===== src/design/logic_branch_defines.vh =====
`ifndef LOGIC_BRANCH_DEFINES_VH
`define LOGIC_BRANCH_DEFINES_VH

// Operation codes on the op input
`define OP_NONE         4'h0
`define OP_AND_IMM      4'h1
`define OP_ADD_PROD     4'h2
`define OP_MEM_AND      4'h3
`define OP_BRANCH       4'h4
`define OP_BRANCH_ACC   4'h5
`define OP_LOOP_BRANCH  4'h6

// Widths
`define ACC_W           32
`define WORD_W          16
`define AR_W            16
`define ARP_W           3
`define AR_COUNT        8
`define LOOP_TEST_OLD_W 9

// Reset values
`define ACC_RST         32'h0000_0000
`define AR_RST          16'h0000
`define PC_RST          16'h0000

// Delayed branch word count
`define DELAY_WORDS     2'h2

// Indirect modify codes
`define MOD_NONE        2'h0
`define MOD_DEC         2'h1
`define MOD_INC         2'h2

// Product shift field codes
`define PM_NONE         2'h0
`define PM_LEFT1        2'h1
`define PM_LEFT4        2'h2
`define PM_RIGHT6       2'h3

`endif


===== src/design/logic_and_branch_exec.v =====
`timescale 1ns/1ps
`include "logic_branch_defines.vh"

module logic_and_branch_exec (
    input wire clk,
    input wire rstn,
    input wire issue,
    input wire [3:0] op,
    input wire delayed,
    input wire [15:0] operand,
    input wire [3:0] shift_count,
    input wire use_long_const,
    input wire has_modifier,
    input wire [1:0] modify,
    input wire load_pointer,
    input wire [2:0] next_pointer,
    input wire old_mode,
    input wire [`ACC_W-1:0] product_reg,
    input wire [1:0] product_shift_field,
    input wire [15:0] dynamic_bit_mask_reg,
    input wire [15:0] mem_rdata,
    input wire word_done,
    output reg [`ACC_W-1:0] acc_q,
    output reg test_flag_q,
    output reg [2:0] aux_reg_pointer_q,
    output reg [15:0] aux_cur,
    output reg mem_we_q,
    output reg [15:0] mem_wdata_q,
    output reg [15:0] pc_q,
    output reg branch_q,
    output reg [1:0] delay_left_q
);

    ////////////////////////////////////////////////////////////////////////
    // Auxiliary register file
    reg [`AR_W-1:0] auxiliary_register [0:`AR_COUNT-1];
    wire [`AR_W-1:0] aux_now;
    wire [`AR_W-1:0] aux_next;
    reg [`ACC_W-1:0] imm_shifted;
    reg [`ACC_W-1:0] prod_shifted;
    wire [15:0] mem_and;
    wire loop_nonzero;
    wire loop_op;
    wire ar_write;
    reg [15:0] pending_target_q;
    integer i;

    assign aux_now = auxiliary_register[aux_reg_pointer_q];
    assign loop_op = (op == `OP_LOOP_BRANCH);

    // Test taken on the old value, before update logic acts
    assign loop_nonzero = old_mode ? (aux_now[8:0] != 9'h000)
                                   : (aux_now != 16'h0000);

    aux_update u_aux_update (
        .value(aux_now),
        .modify(modify),
        .force_dec(loop_op && !has_modifier),
        .result(aux_next)
    );

    // Only OP_BRANCH with a modifier or the loop branch touch the AR
    assign ar_write = issue && (loop_op ||
                      (op == `OP_BRANCH && has_modifier));

    always @* begin
        aux_cur = aux_now;
    end

    ////////////////////////////////////////////////////////////////////////
    // Datapath operands
    // Zero-fill both sides of the shifted constant
    always @* begin
        imm_shifted = {16'h0000, operand} << shift_count;
    end

    // Product shift per the status field
    always @* begin
        case (product_shift_field)
            `PM_NONE: prod_shifted = product_reg;
            `PM_LEFT1: prod_shifted = {product_reg[30:0], 1'b0};
            `PM_LEFT4: prod_shifted = {product_reg[27:0], 4'h0};
            `PM_RIGHT6: prod_shifted = {{6{product_reg[31]}},
                                        product_reg[31:6]};
            default: prod_shifted = product_reg;
        endcase
    end

    assign mem_and = mem_rdata & (use_long_const ? operand
                                  : dynamic_bit_mask_reg);

    ////////////////////////////////////////////////////////////////////////
    // Accumulator, flag and memory write-back
    always @(posedge clk or negedge rstn) begin
        if (!rstn) begin
            acc_q <= `ACC_RST;
            test_flag_q <= 1'b0;
            mem_we_q <= 1'b0;
            mem_wdata_q <= 16'h0000;
        end else begin
            mem_we_q <= 1'b0;
            if (issue) begin
                case (op)
                    `OP_AND_IMM: begin
                        acc_q <= acc_q & imm_shifted;
                    end
                    `OP_ADD_PROD: begin
                        acc_q <= acc_q + prod_shifted;
                    end
                    `OP_MEM_AND: begin
                        mem_we_q <= 1'b1;
                        mem_wdata_q <= mem_and;
                        test_flag_q <= (mem_and == 16'h0000);
                    end
                    default: begin
                        acc_q <= acc_q;
                    end
                endcase
            end
        end
    end

    ////////////////////////////////////////////////////////////////////////
    // Auxiliary registers and pointer
    // Pointer load happens after the current AR is modified
    always @(posedge clk or negedge rstn) begin
        if (!rstn) begin
            for (i = 0; i < `AR_COUNT; i = i + 1) begin
                auxiliary_register[i] <= `AR_RST;
            end
            aux_reg_pointer_q <= 3'h0;
        end else if (ar_write) begin
            auxiliary_register[aux_reg_pointer_q] <= aux_next;
            if (has_modifier && load_pointer) begin
                aux_reg_pointer_q <= next_pointer;
            end
        end
    end

    ////////////////////////////////////////////////////////////////////////
    // Branch sequencing with delay slots
    // A delayed branch waits for two fetched words to complete first;
    // a new branch during the slots is ignored as slots are not nested
    always @(posedge clk or negedge rstn) begin
        if (!rstn) begin
            pc_q <= `PC_RST;
            branch_q <= 1'b0;
            delay_left_q <= 2'h0;
            pending_target_q <= 16'h0000;
        end else begin
            branch_q <= 1'b0;
            if (delay_left_q != 2'h0) begin
                if (word_done) begin
                    if (delay_left_q == 2'h1) begin
                        pc_q <= pending_target_q;
                        branch_q <= 1'b1;
                    end
                    delay_left_q <= delay_left_q - 2'h1;
                end
            end else if (issue && (op == `OP_BRANCH ||
                       op == `OP_BRANCH_ACC ||
                       (loop_op && loop_nonzero))) begin
                if (delayed) begin
                    delay_left_q <= `DELAY_WORDS;
                    pending_target_q <= (op == `OP_BRANCH_ACC) ?
                        acc_q[15:0] : operand;
                end else begin
                    branch_q <= 1'b1;
                    pc_q <= (op == `OP_BRANCH_ACC) ?
                        acc_q[15:0] : operand;
                end
            end
        end
    end

endmodule // logic_and_branch_exec


===== src/design/aux_update.v =====
`timescale 1ns/1ps
`include "logic_branch_defines.vh"

// Computes the post-instruction value of one auxiliary register
module aux_update (
    input wire [`AR_W-1:0] value,
    input wire [1:0] modify,
    input wire force_dec,
    output reg [`AR_W-1:0] result
);

    // Plain loop branch decrements by default
    always @* begin
        if (force_dec || modify == `MOD_DEC) begin
            result = value - 16'h0001;
        end else if (modify == `MOD_INC) begin
            result = value + 16'h0001;
        end else begin
            result = value;
        end
    end

endmodule // aux_update


===== config.mk =====
export PLATFORM = sky130hd
export DESIGN_NAME = logic_and_branch_exec
export DESIGN_NICKNAME = d
export VERILOG_FILES = /design/src/design/logic_and_branch_exec.v /design/src/design/aux_update.v
export VERILOG_INCLUDE_DIRS = /design/src /design/src/design
export SDC_FILE = /design/constraint.sdc
export NUM_CORES = 1
export LEC_CHECK = 0
export ABC_AREA = 1
export BUFFER_PORTS_ARGS = -buffer_cell sky130_fd_sc_hd__buf_2
export CELL_PAD_IN_SITES_DETAIL_PLACEMENT = 0
export CELL_PAD_IN_SITES_GLOBAL_PLACEMENT = 2
export CORE_UTILIZATION = 33
export CTS_BUF_LIST = sky130_fd_sc_hd__clkbuf_4
export CTS_CLUSTER_SIZE = 24
export DETAILED_ROUTE_END_ITERATION = 10
export PLACE_DENSITY_LB_ADDON = 0.1
export REMOVE_ABC_BUFFERS = 1
export SETUP_SLACK_MARGIN = 0.4
export SLEW_MARGIN = 0
export SYNTH_ARGS = -nofsm -noshare
export SYNTH_HDL_FRONTEND = slang
export SYNTH_HIERARCHICAL = 1
export SYNTH_SLANG_ARGS = --single-unit
export TNS_END_PERCENT = 50

===== constraint.sdc =====
create_clock -name clk -period 3.1 [get_ports clk]
set_input_delay 0.31 -clock clk [delete_from_list [all_inputs] [get_ports clk]]
set_output_delay 0.31 -clock clk [all_outputs]
set_load 0.005 [all_outputs]

==> impl_metrics.env, run 1 <==
export IMPL_nets=2633
export IMPL_tritoncts="done"
export IMPL_synth_cell_types=50
export IMPL_worstMarginPinSlew_ns=0.936
export IMPL_syn_area_per_cell_um2=6.75
export IMPL_die_width_um=210
export IMPL_routed_via_density=4.97
export IMPL_grt_start_max_net_pins=90
export IMPL_die_h_um=210
export IMPL_place_ws_ns=-0.0923
export IMPL_grt_overflow=0
export IMPL_final_antenna_net_count=0
export IMPL_cp_slowest_cell="dfrtp_2"
export IMPL_core_area_mm2=0.0424
export IMPL_fmax_mhz=375
export IMPL_clk_path_buf_depth=3
export IMPL_fin_crit_sh_pct=86.1
export IMPL_wire_per_inst_um=18.5
export IMPL_grt_pass1_wl_um=87400
export IMPL_relSlewSlack_pct=37.6
export IMPL_pin_count=192
export IMPL_rr_worst_depth=18
export IMPL_start_kind="register"
export IMPL_place_gp_congestion=0.939
export IMPL_cellLeakagePower_nw=9.51
export IMPL_p_per_area_mw_per_mm2=687
export IMPL_cpPeakStageDelay_ns=0.49
export IMPL_drt_total_wl_um=57700
export IMPL_io_buffer_count=191
export IMPL_seq_area_frac_synth_pct=37.7
export IMPL_fillCellCount=4594
export IMPL_min_from="dynamic_bit_mask_reg[7]"
export IMPL_cp_common_cell="buf_6"
export IMPL_holdWs_ns=0.0837
export IMPL_rr_endpoint="auxiliary_register[43]$_DFFE_PN0P_"
export IMPL_crit_type="reg2out"
export IMPL_min_to="test_flag_q$_DFFE_PN0P_"
export IMPL_cts_root_buf="clkbuf_4"
export IMPL_dp_cells=2927
export IMPL_grt_pass1_vias=15300
export IMPL_drt_iter0_drc=996
export IMPL_clock_skew_final_ns=0.0408
export IMPL_worst_setup_path_end_kind="output pin"
export IMPL_min_period_ns=2.67
export IMPL_track_usage_pct=26.0
export IMPL_crit_arrival_ns=2.36
export IMPL_hp_class="in2reg"
export IMPL_worst_slack_ns=0.431
export IMPL_hold_depth=5
export IMPL_synthCells=2123
export IMPL_rows=75
export IMPL_irDropWorstVdd_uv=216
export IMPL_hold_viol=0
export IMPL_vias=15500
export IMPL_setup_violations=0
export IMPL_syn_to_final_growth_pct=30.8
export IMPL_cap_violations=0
export IMPL_timing_rr_start="aux_reg_pointer_q[0]$_DFFE_PN0P_"
export IMPL_clk_pin_slew_worst_paths_ns=0.07
export IMPL_initial_core_util_pct=33.8
export IMPL_cp_required_ns=2.79
export IMPL_die_area_mm2=0.0443
export IMPL_cts_max_level=3
export IMPL_synth_warnings=6
export IMPL_netlist_area_mm2=0.0143
export IMPL_grt_setup_unrepaired="true"
export IMPL_path_cells="buf_6 -> buf_12 -> or2_1 -> nand3_1 -> nand2_1 -> nor2_2 -> inv_2 -> buf_6 -> buf_2"
export IMPL_cts_buffers=69
export IMPL_numClockSinks=216
export IMPL_clk_latency_ns=0.76
export IMPL_cp_max_fo=16
export IMPL_slew_viol_final=0
export IMPL_rrSetupSlack_ns=0.51
export IMPL_drive_gt1_share_pct=22.2
export IMPL_dp_hpwl_um=43000
export IMPL_antenna_found_initial=8
export IMPL_synth_seq_cells=216
export IMPL_firstDrtPassIters=6
export IMPL_finalNonFillerCells=3122
export IMPL_drc_errors=0
export IMPL_outcome="finished, final reports clean"
-- power by group --
group	switching [W]	internal, W
Combinational	0.00347	0.00234
Clock	0.00137	0.00183
Sequential	0.000487	0.00339
Total	0.00533	0.00755
-- final cells by class --
| cell class | instances | area, um2 | share of cell area (%) |
|---|---|---|---|
| multi-input cells | 1562 | 7770 | 41.4 |
| clock buffers | 102 | 766 | 4.08 |
| flip-flops and latches | 216 | 5410 | 28.8 |
| repair buffers | 395 | 2940 | 15.7 |
| inverters | 245 | 947 | 5.05 |
| well taps | 577 | 722 | 3.85 |
| repair inverters | 1 | 6.26 | 0.0334 |
| diodes | 7 | 17.5 | 0.0934 |
| clock inverters | 17 | 175 | 0.934 |
-- worst max-delay path, delay by kind of cell (launching register included) --
| kind | cells | cell delay (ns) |
|---|---|---|
| buffers and inverters | 5 | 0.62 |
| DFF | 1 | 0.49 |
| and+or+nand+nor | 4 | 0.48 |
-- cells in the final DEF, fill, tap and decap left out, drive strengths merged, types with 38 or more instances in the layout --
cell type,instances
a21oi,109
buf,347
clkbuf,106
dfrtp,216
dlygate4sd3,44
ha,38
inv,245
nand2,718
nand3,106
nor2,122
o21ai,307
-- what timing repair did --
item,CTS,global route
endpoints found under the setup margin,146,159
hold buffers,44,0
setup buffers,9,10
cloned,1,5
resized for setup,59,100
pin swaps,8,22
endpoints found under the hold margin,108,0
-- cell families (layout without fill, tap and decap cells) --
logic type | Yosys count | count (layout) | synth area share, %
flip-flops | 216 | 216 | 37.7
multiplexers | 2 | 2 | 0.140
XOR/XNOR | 20 | 20 | 1.22
adder cells (fa/ha/maj) | 39 | 39 | 3.46
AO/OA/AOI/OAI | 510 | 510 | 19.4
other | 0 | 7 | 0
AND/OR/NAND/NOR | 991 | 991 | 28.2
buffers and inverters | 345 | 760 | 9.97
-- stage by stage --
step	cell area [um2]	util [%]	power [W]	TNS, ns
3_3_place_gp	16700	39.4	0.00923	-0.514
4_1_cts	18300	43.2	0.0128	0
6_report	18800	44.2	0.0129	0
2_1_floorplan	13800	-	0.00666	-86.26
5_1_grt	18700	44.2	0.0139	0
3_5_place_dp	16700	39.4	0.00924	-0.362
-- worst max path at each step --
stage | startpoint | slack (ns) | to | cells past startpoint
after global routing | aux_reg_pointer_q[0]$_DFFE_PN0P_ | 0.31 | aux_cur[12] | 9
after detailed placement | product_shift_field[0] | -0.09 | acc_q[29]$_DFFE_PN0P_ | 18
after floorplan | aux_reg_pointer_q[0]$_DFFE_PN0P_ | -0.76 | auxiliary_register[106]$_DFFE_PN0P_ | 15
after CTS | aux_reg_pointer_q[0]$_DFFE_PN0P_ | 0.37 | aux_cur[11] | 10
after global placement | product_shift_field[0] | -0.19 | acc_q[31]$_DFFE_PN0P_ | 18
final | aux_reg_pointer_q[0]$_DFFE_PN0P_ | 0.43 | aux_cur[12] | 9
-- registers in the layout, indices dropped and copies added (netlist names) --
name and count:
auxiliary_register 128, acc_q 32, mem_wdata_q 16, pc_q 16, pending_target_q 16, aux_reg_pointer_q 3
delay_left_q 2, branch_q 1, mem_we_q 1, test_flag_q 1
-- Yosys cell counts (all sizes together) --
| cell type | n | area [um2] |
|---|---|---|
| nand2 | 718 | 2710 |
| o21ai | 307 | 1540 |
| inv | 243 | 912 |
| dfrtp | 216 | 5410 |
| nor2 | 122 | 473 |
| a21oi | 109 | 557 |
| nand3 | 106 | 566 |
| clkbuf | 66 | 248 |
| ha | 38 | 475 |
| buf | 34 | 262 |
| o22ai | 29 | 181 |
| o211ai | 18 | 135 |
| a31oi | 16 | 100 |
| nand3b | 12 | 90.1 |
| xor2 | 12 | 105 |
| nand4 | 11 | 68.8 |
| nor3 | 9 | 45.0 |
| nor4 | 8 | 56.3 |
| xnor2 | 8 | 70.1 |
| o21a | 6 | 45.0 |
| a221oi | 5 | 43.8 |
| a32oi | 4 | 35.0 |
| a41oi | 4 | 35.0 |
| o2111ai | 4 | 35.0 |
| or2 | 4 | 25.0 |
| a21o | 2 | 15.0 |
| a22oi | 2 | 15.0 |
| clkinv | 2 | 7.51 |
| mux2i | 2 | 20.0 |
| a21boi | 1 | 7.51 |
| a22o | 1 | 8.76 |
| fa | 1 | 20.0 |
| o21bai | 1 | 11.3 |
| o221ai | 1 | 8.76 |
| or3 | 1 | 6.26 |
-- metal layers --
layer  part of all wire, %  track usage, %  vias to the layer above  wire length [um]
met5                     0               0                        -                 0
met4                   4.4            13.5                        0              2520
met3                   3.9            4.02                      117              2240
met2                    51            46.1                      394             29300
met1                    41            30.4                     7295             23700
li1                      -               -                     7709                 -
Note: power is estimated with default switching activity, not from simulation.
==> inputs of run 2 (changes only) <==
--- a/config.mk
+++ b/config.mk
@@ -10,7 +10,7 @@
 export BUFFER_PORTS_ARGS = -buffer_cell sky130_fd_sc_hd__buf_2
 export CELL_PAD_IN_SITES_DETAIL_PLACEMENT = 0
 export CELL_PAD_IN_SITES_GLOBAL_PLACEMENT = 2
-export CORE_UTILIZATION = 33
+export CORE_UTILIZATION = 36
 export CTS_BUF_LIST = sky130_fd_sc_hd__clkbuf_4
 export CTS_CLUSTER_SIZE = 24
 export DETAILED_ROUTE_END_ITERATION = 10
==> constraint.sdc (replaced) <==
create_clock -name clk -period 3.2 [get_ports clk]
set_input_delay 0.32 -clock clk [delete_from_list [all_inputs] [get_ports clk]]
set_output_delay 0.32 -clock clk [all_outputs]
set_load 0.005 [all_outputs]
==> run 2 against run 1 <==
Design area down 5.2%. Register-to-register slack about the same. Routed wire length down 3.8%. Clock skew up 0.013 ns. Clock power down 16%. Count of clock-buffer cells in the layout down 11. Critical path depth up 8. Non-clock buffer count down 81. Die area down 8.3%.
==> impl_metrics.env, run 2 (same netlist as run 1, synthesis figures left out) <==
export IMPL_outcome="finished, final reports clean"
export IMPL_path_cells="buf_6 -> buf_12 -> buf_16 -> nand2_1 -> a21oi_1 -> o21ai_1 -> nand2_2 -> buf_4 -> nand2_1 -> nor2_2 -> nand4_1 -> or2_0 -> nand3_1 -> nand2_1 -> inv_2 -> buf_12 -> o21ai_0"
export IMPL_crit_arrival_ns=3.29
export IMPL_clock_skew_final_ns=0.0538
export IMPL_top_regs="auxiliary_register x128, acc_q x32"
export IMPL_firstDrtPassIters=5
export IMPL_hp_class="in2reg"
export IMPL_cpPeakStageDelay_ns=0.48
export IMPL_final_common_cell="nand2_1"
export IMPL_power_internal_w=0.00667
export IMPL_post_route_util_pct=45.7
export IMPL_die_h_um=202
export IMPL_wire_per_inst_um=18.7
export IMPL_worst_slack_ns=0.511
export IMPL_place_gp_congestion=0.957
export IMPL_p_comb_share_pct=44.7
export IMPL_irDropWorstVdd_uv=310
export IMPL_clk_latency_ns=0.76
export IMPL_dp_hpwl_um=40000
export IMPL_cp_common_cell="nand2_1"
export IMPL_fin_total_pwr_w=0.0117
export IMPL_die_area_mm2=0.0406
export IMPL_grt_setup_unrepaired="true"
export IMPL_cp_max_fo=13
export IMPL_worst_setup_path_end_kind="register"
export IMPL_drc_errors=0
export IMPL_pwr_share_clk_pct=23.0
export IMPL_hold_depth=5
export IMPL_worstMarginPinSlew_ns=1.02
export IMPL_io_buffer_count=191
export IMPL_final_cell_mix="nand2_1, o21ai_0, inv_1"
export IMPL_final_antenna_net_count=0
export IMPL_tritoncts="done"
export IMPL_nets=2551
export IMPL_seq_area_mm2=0.00541
export IMPL_rows=72
export IMPL_core_area_mm2=0.0389
export IMPL_fillCellCount=4199
export IMPL_routed_via_density=5.13
export IMPL_cts_buffers=69
export IMPL_numClockSinks=216
export IMPL_drt_total_wl_um=55500
export IMPL_min_from="operand[2]"
export IMPL_clk_pin_slew_worst_paths_ns=0.06
export IMPL_grt_pass1_wl_um=85400
export IMPL_grt_overflow=0
export IMPL_rr_endpoint="auxiliary_register[111]$_DFFE_PN0P_"
export IMPL_slew_viol_final=0
export IMPL_min_period_ns=2.69
export IMPL_holdWs_ns=0.0471
export IMPL_grt_pass1_vias=15000
export IMPL_syn_to_final_growth_pct=24.0
export IMPL_place_ws_ns=0.0511
export IMPL_relSlewSlack_pct=32.0
export IMPL_rrSetupSlack_ns=0.51
export IMPL_regMostFlops="auxiliary_register"
export IMPL_initial_core_util_pct=36.8
export IMPL_hold_viol=0
export IMPL_pin_count=192
export IMPL_cp_slowest_cell="dfrtp_2"
export IMPL_cp_required_ns=3.80
export IMPL_min_to="pending_target_q[2]$_DFFE_PN0P_"
export IMPL_rr_worst_depth=17
export IMPL_cts_max_level=3
export IMPL_switching_share_pct=43.0
export IMPL_cellLeakagePower_nw=9.03
export IMPL_power_switching_w=0.00502
export IMPL_sequentialPowerShare_pct=32.3
export IMPL_die_width_um=202
export IMPL_cts_root_buf="clkbuf_4"
export IMPL_clk_path_buf_depth=3
export IMPL_grt_start_max_net_pins=64
export IMPL_drive_gt1_share_pct=19.6
export IMPL_fin_crit_sh_pct=84.0
export IMPL_timing_rr_start="aux_reg_pointer_q[0]$_DFFE_PN0P_"
export IMPL_track_usage_pct=27.3
export IMPL_start_kind="register"
export IMPL_fmax_mhz=372
export IMPL_p_per_area_mw_per_mm2=658
export IMPL_drt_iter0_drc=958
export IMPL_cap_violations=0
export IMPL_crit_type="reg2reg"
export IMPL_largest_register_ffs=128
export IMPL_setup_violations=0
export IMPL_vias=15200
export IMPL_antenna_found_initial=3
export IMPL_multiInputGateArea_mm2=0.00772
[run 2: worst max-delay path by stage]
stage	start	cells after the start	slack [ns]	endpoint
after floorplan	aux_reg_pointer_q[0]$_DFFE_PN0P_	15	-0.66	auxiliary_register[106]$_DFFE_PN0P_
after global placement	product_shift_field[0]	22	0.09	acc_q[28]$_DFFE_PN0P_
after detailed placement	product_shift_field[0]	21	0.05	acc_q[28]$_DFFE_PN0P_
after CTS	aux_reg_pointer_q[0]$_DFFE_PN0P_	9	0.32	aux_cur[12]
after global routing	aux_reg_pointer_q[0]$_DFFE_PN0P_	20	0.33	auxiliary_register[78]$_DFFE_PN0P_
final	aux_reg_pointer_q[0]$_DFFE_PN0P_	17	0.51	auxiliary_register[111]$_DFFE_PN0P_
[run 2: metrics by stage]
step,cell area [um2],TNS (ns),instances
after detailed placement,16100,0,2805
final,17800,0,2972
after global routing,17800,0,2972
after CTS,17400,0,2956
after global placement,16100,0,2805
after floorplan,13800,-70.18,2023
[run 2: final cells by class]
class,count,share of cell area [%]
clock inverters,21,0.605
multi-input cells,1562,43.5
repair buffers,314,12.7
flip-flops and latches,216,30.4
diodes,5,0.0704
inverters,245,5.29
clock buffers,91,3.84
well taps,518,3.65
[run 2: metal layers]
metal	wire length [um]	share of wire (%)	global-route usage, %
met5	11	0.020	0
met4	1530	2.8	9.28
met3	2860	5.2	4.76
met2	27200	49	47.0
met1	23900	43	34.4
[run 2: power by group through the flow]
stage / clock (W) / combinational [W] / sequential [W]
after floorplan: 0 / 0.00276 / 0.00370
after global placement: 0 / 0.00468 / 0.00380
after detailed placement: 0 / 0.00469 / 0.00380
after CTS: 0.00279 / 0.00493 / 0.00377
after global routing: 0.00295 / 0.00585 / 0.00385
final: 0.00269 / 0.00522 / 0.00378
[run 2: timing repair]
| action | CTS | global route |
|---|---|---|
| gates resized for setup | 28 | 103 |
| endpoints found under the hold margin | 170 | 0 |
| setup buffers | 5 | 9 |
| pin swaps | 4 | 29 |
| endpoints found under the setup margin | 58 | 151 |
| hold buffers | 30 | 0 |
| gates cloned | 4 | 2 |
[run 2: worst max-delay path: cells and delay by family, from the launching register on]
| family | cells | cell delay (ns) |
|---|---|---|
| buf+inv | 6 | 0.71 |
| simple gates | 8 | 1.02 |
| flops | 1 | 0.48 |
| compound gates | 3 | 0.30 |
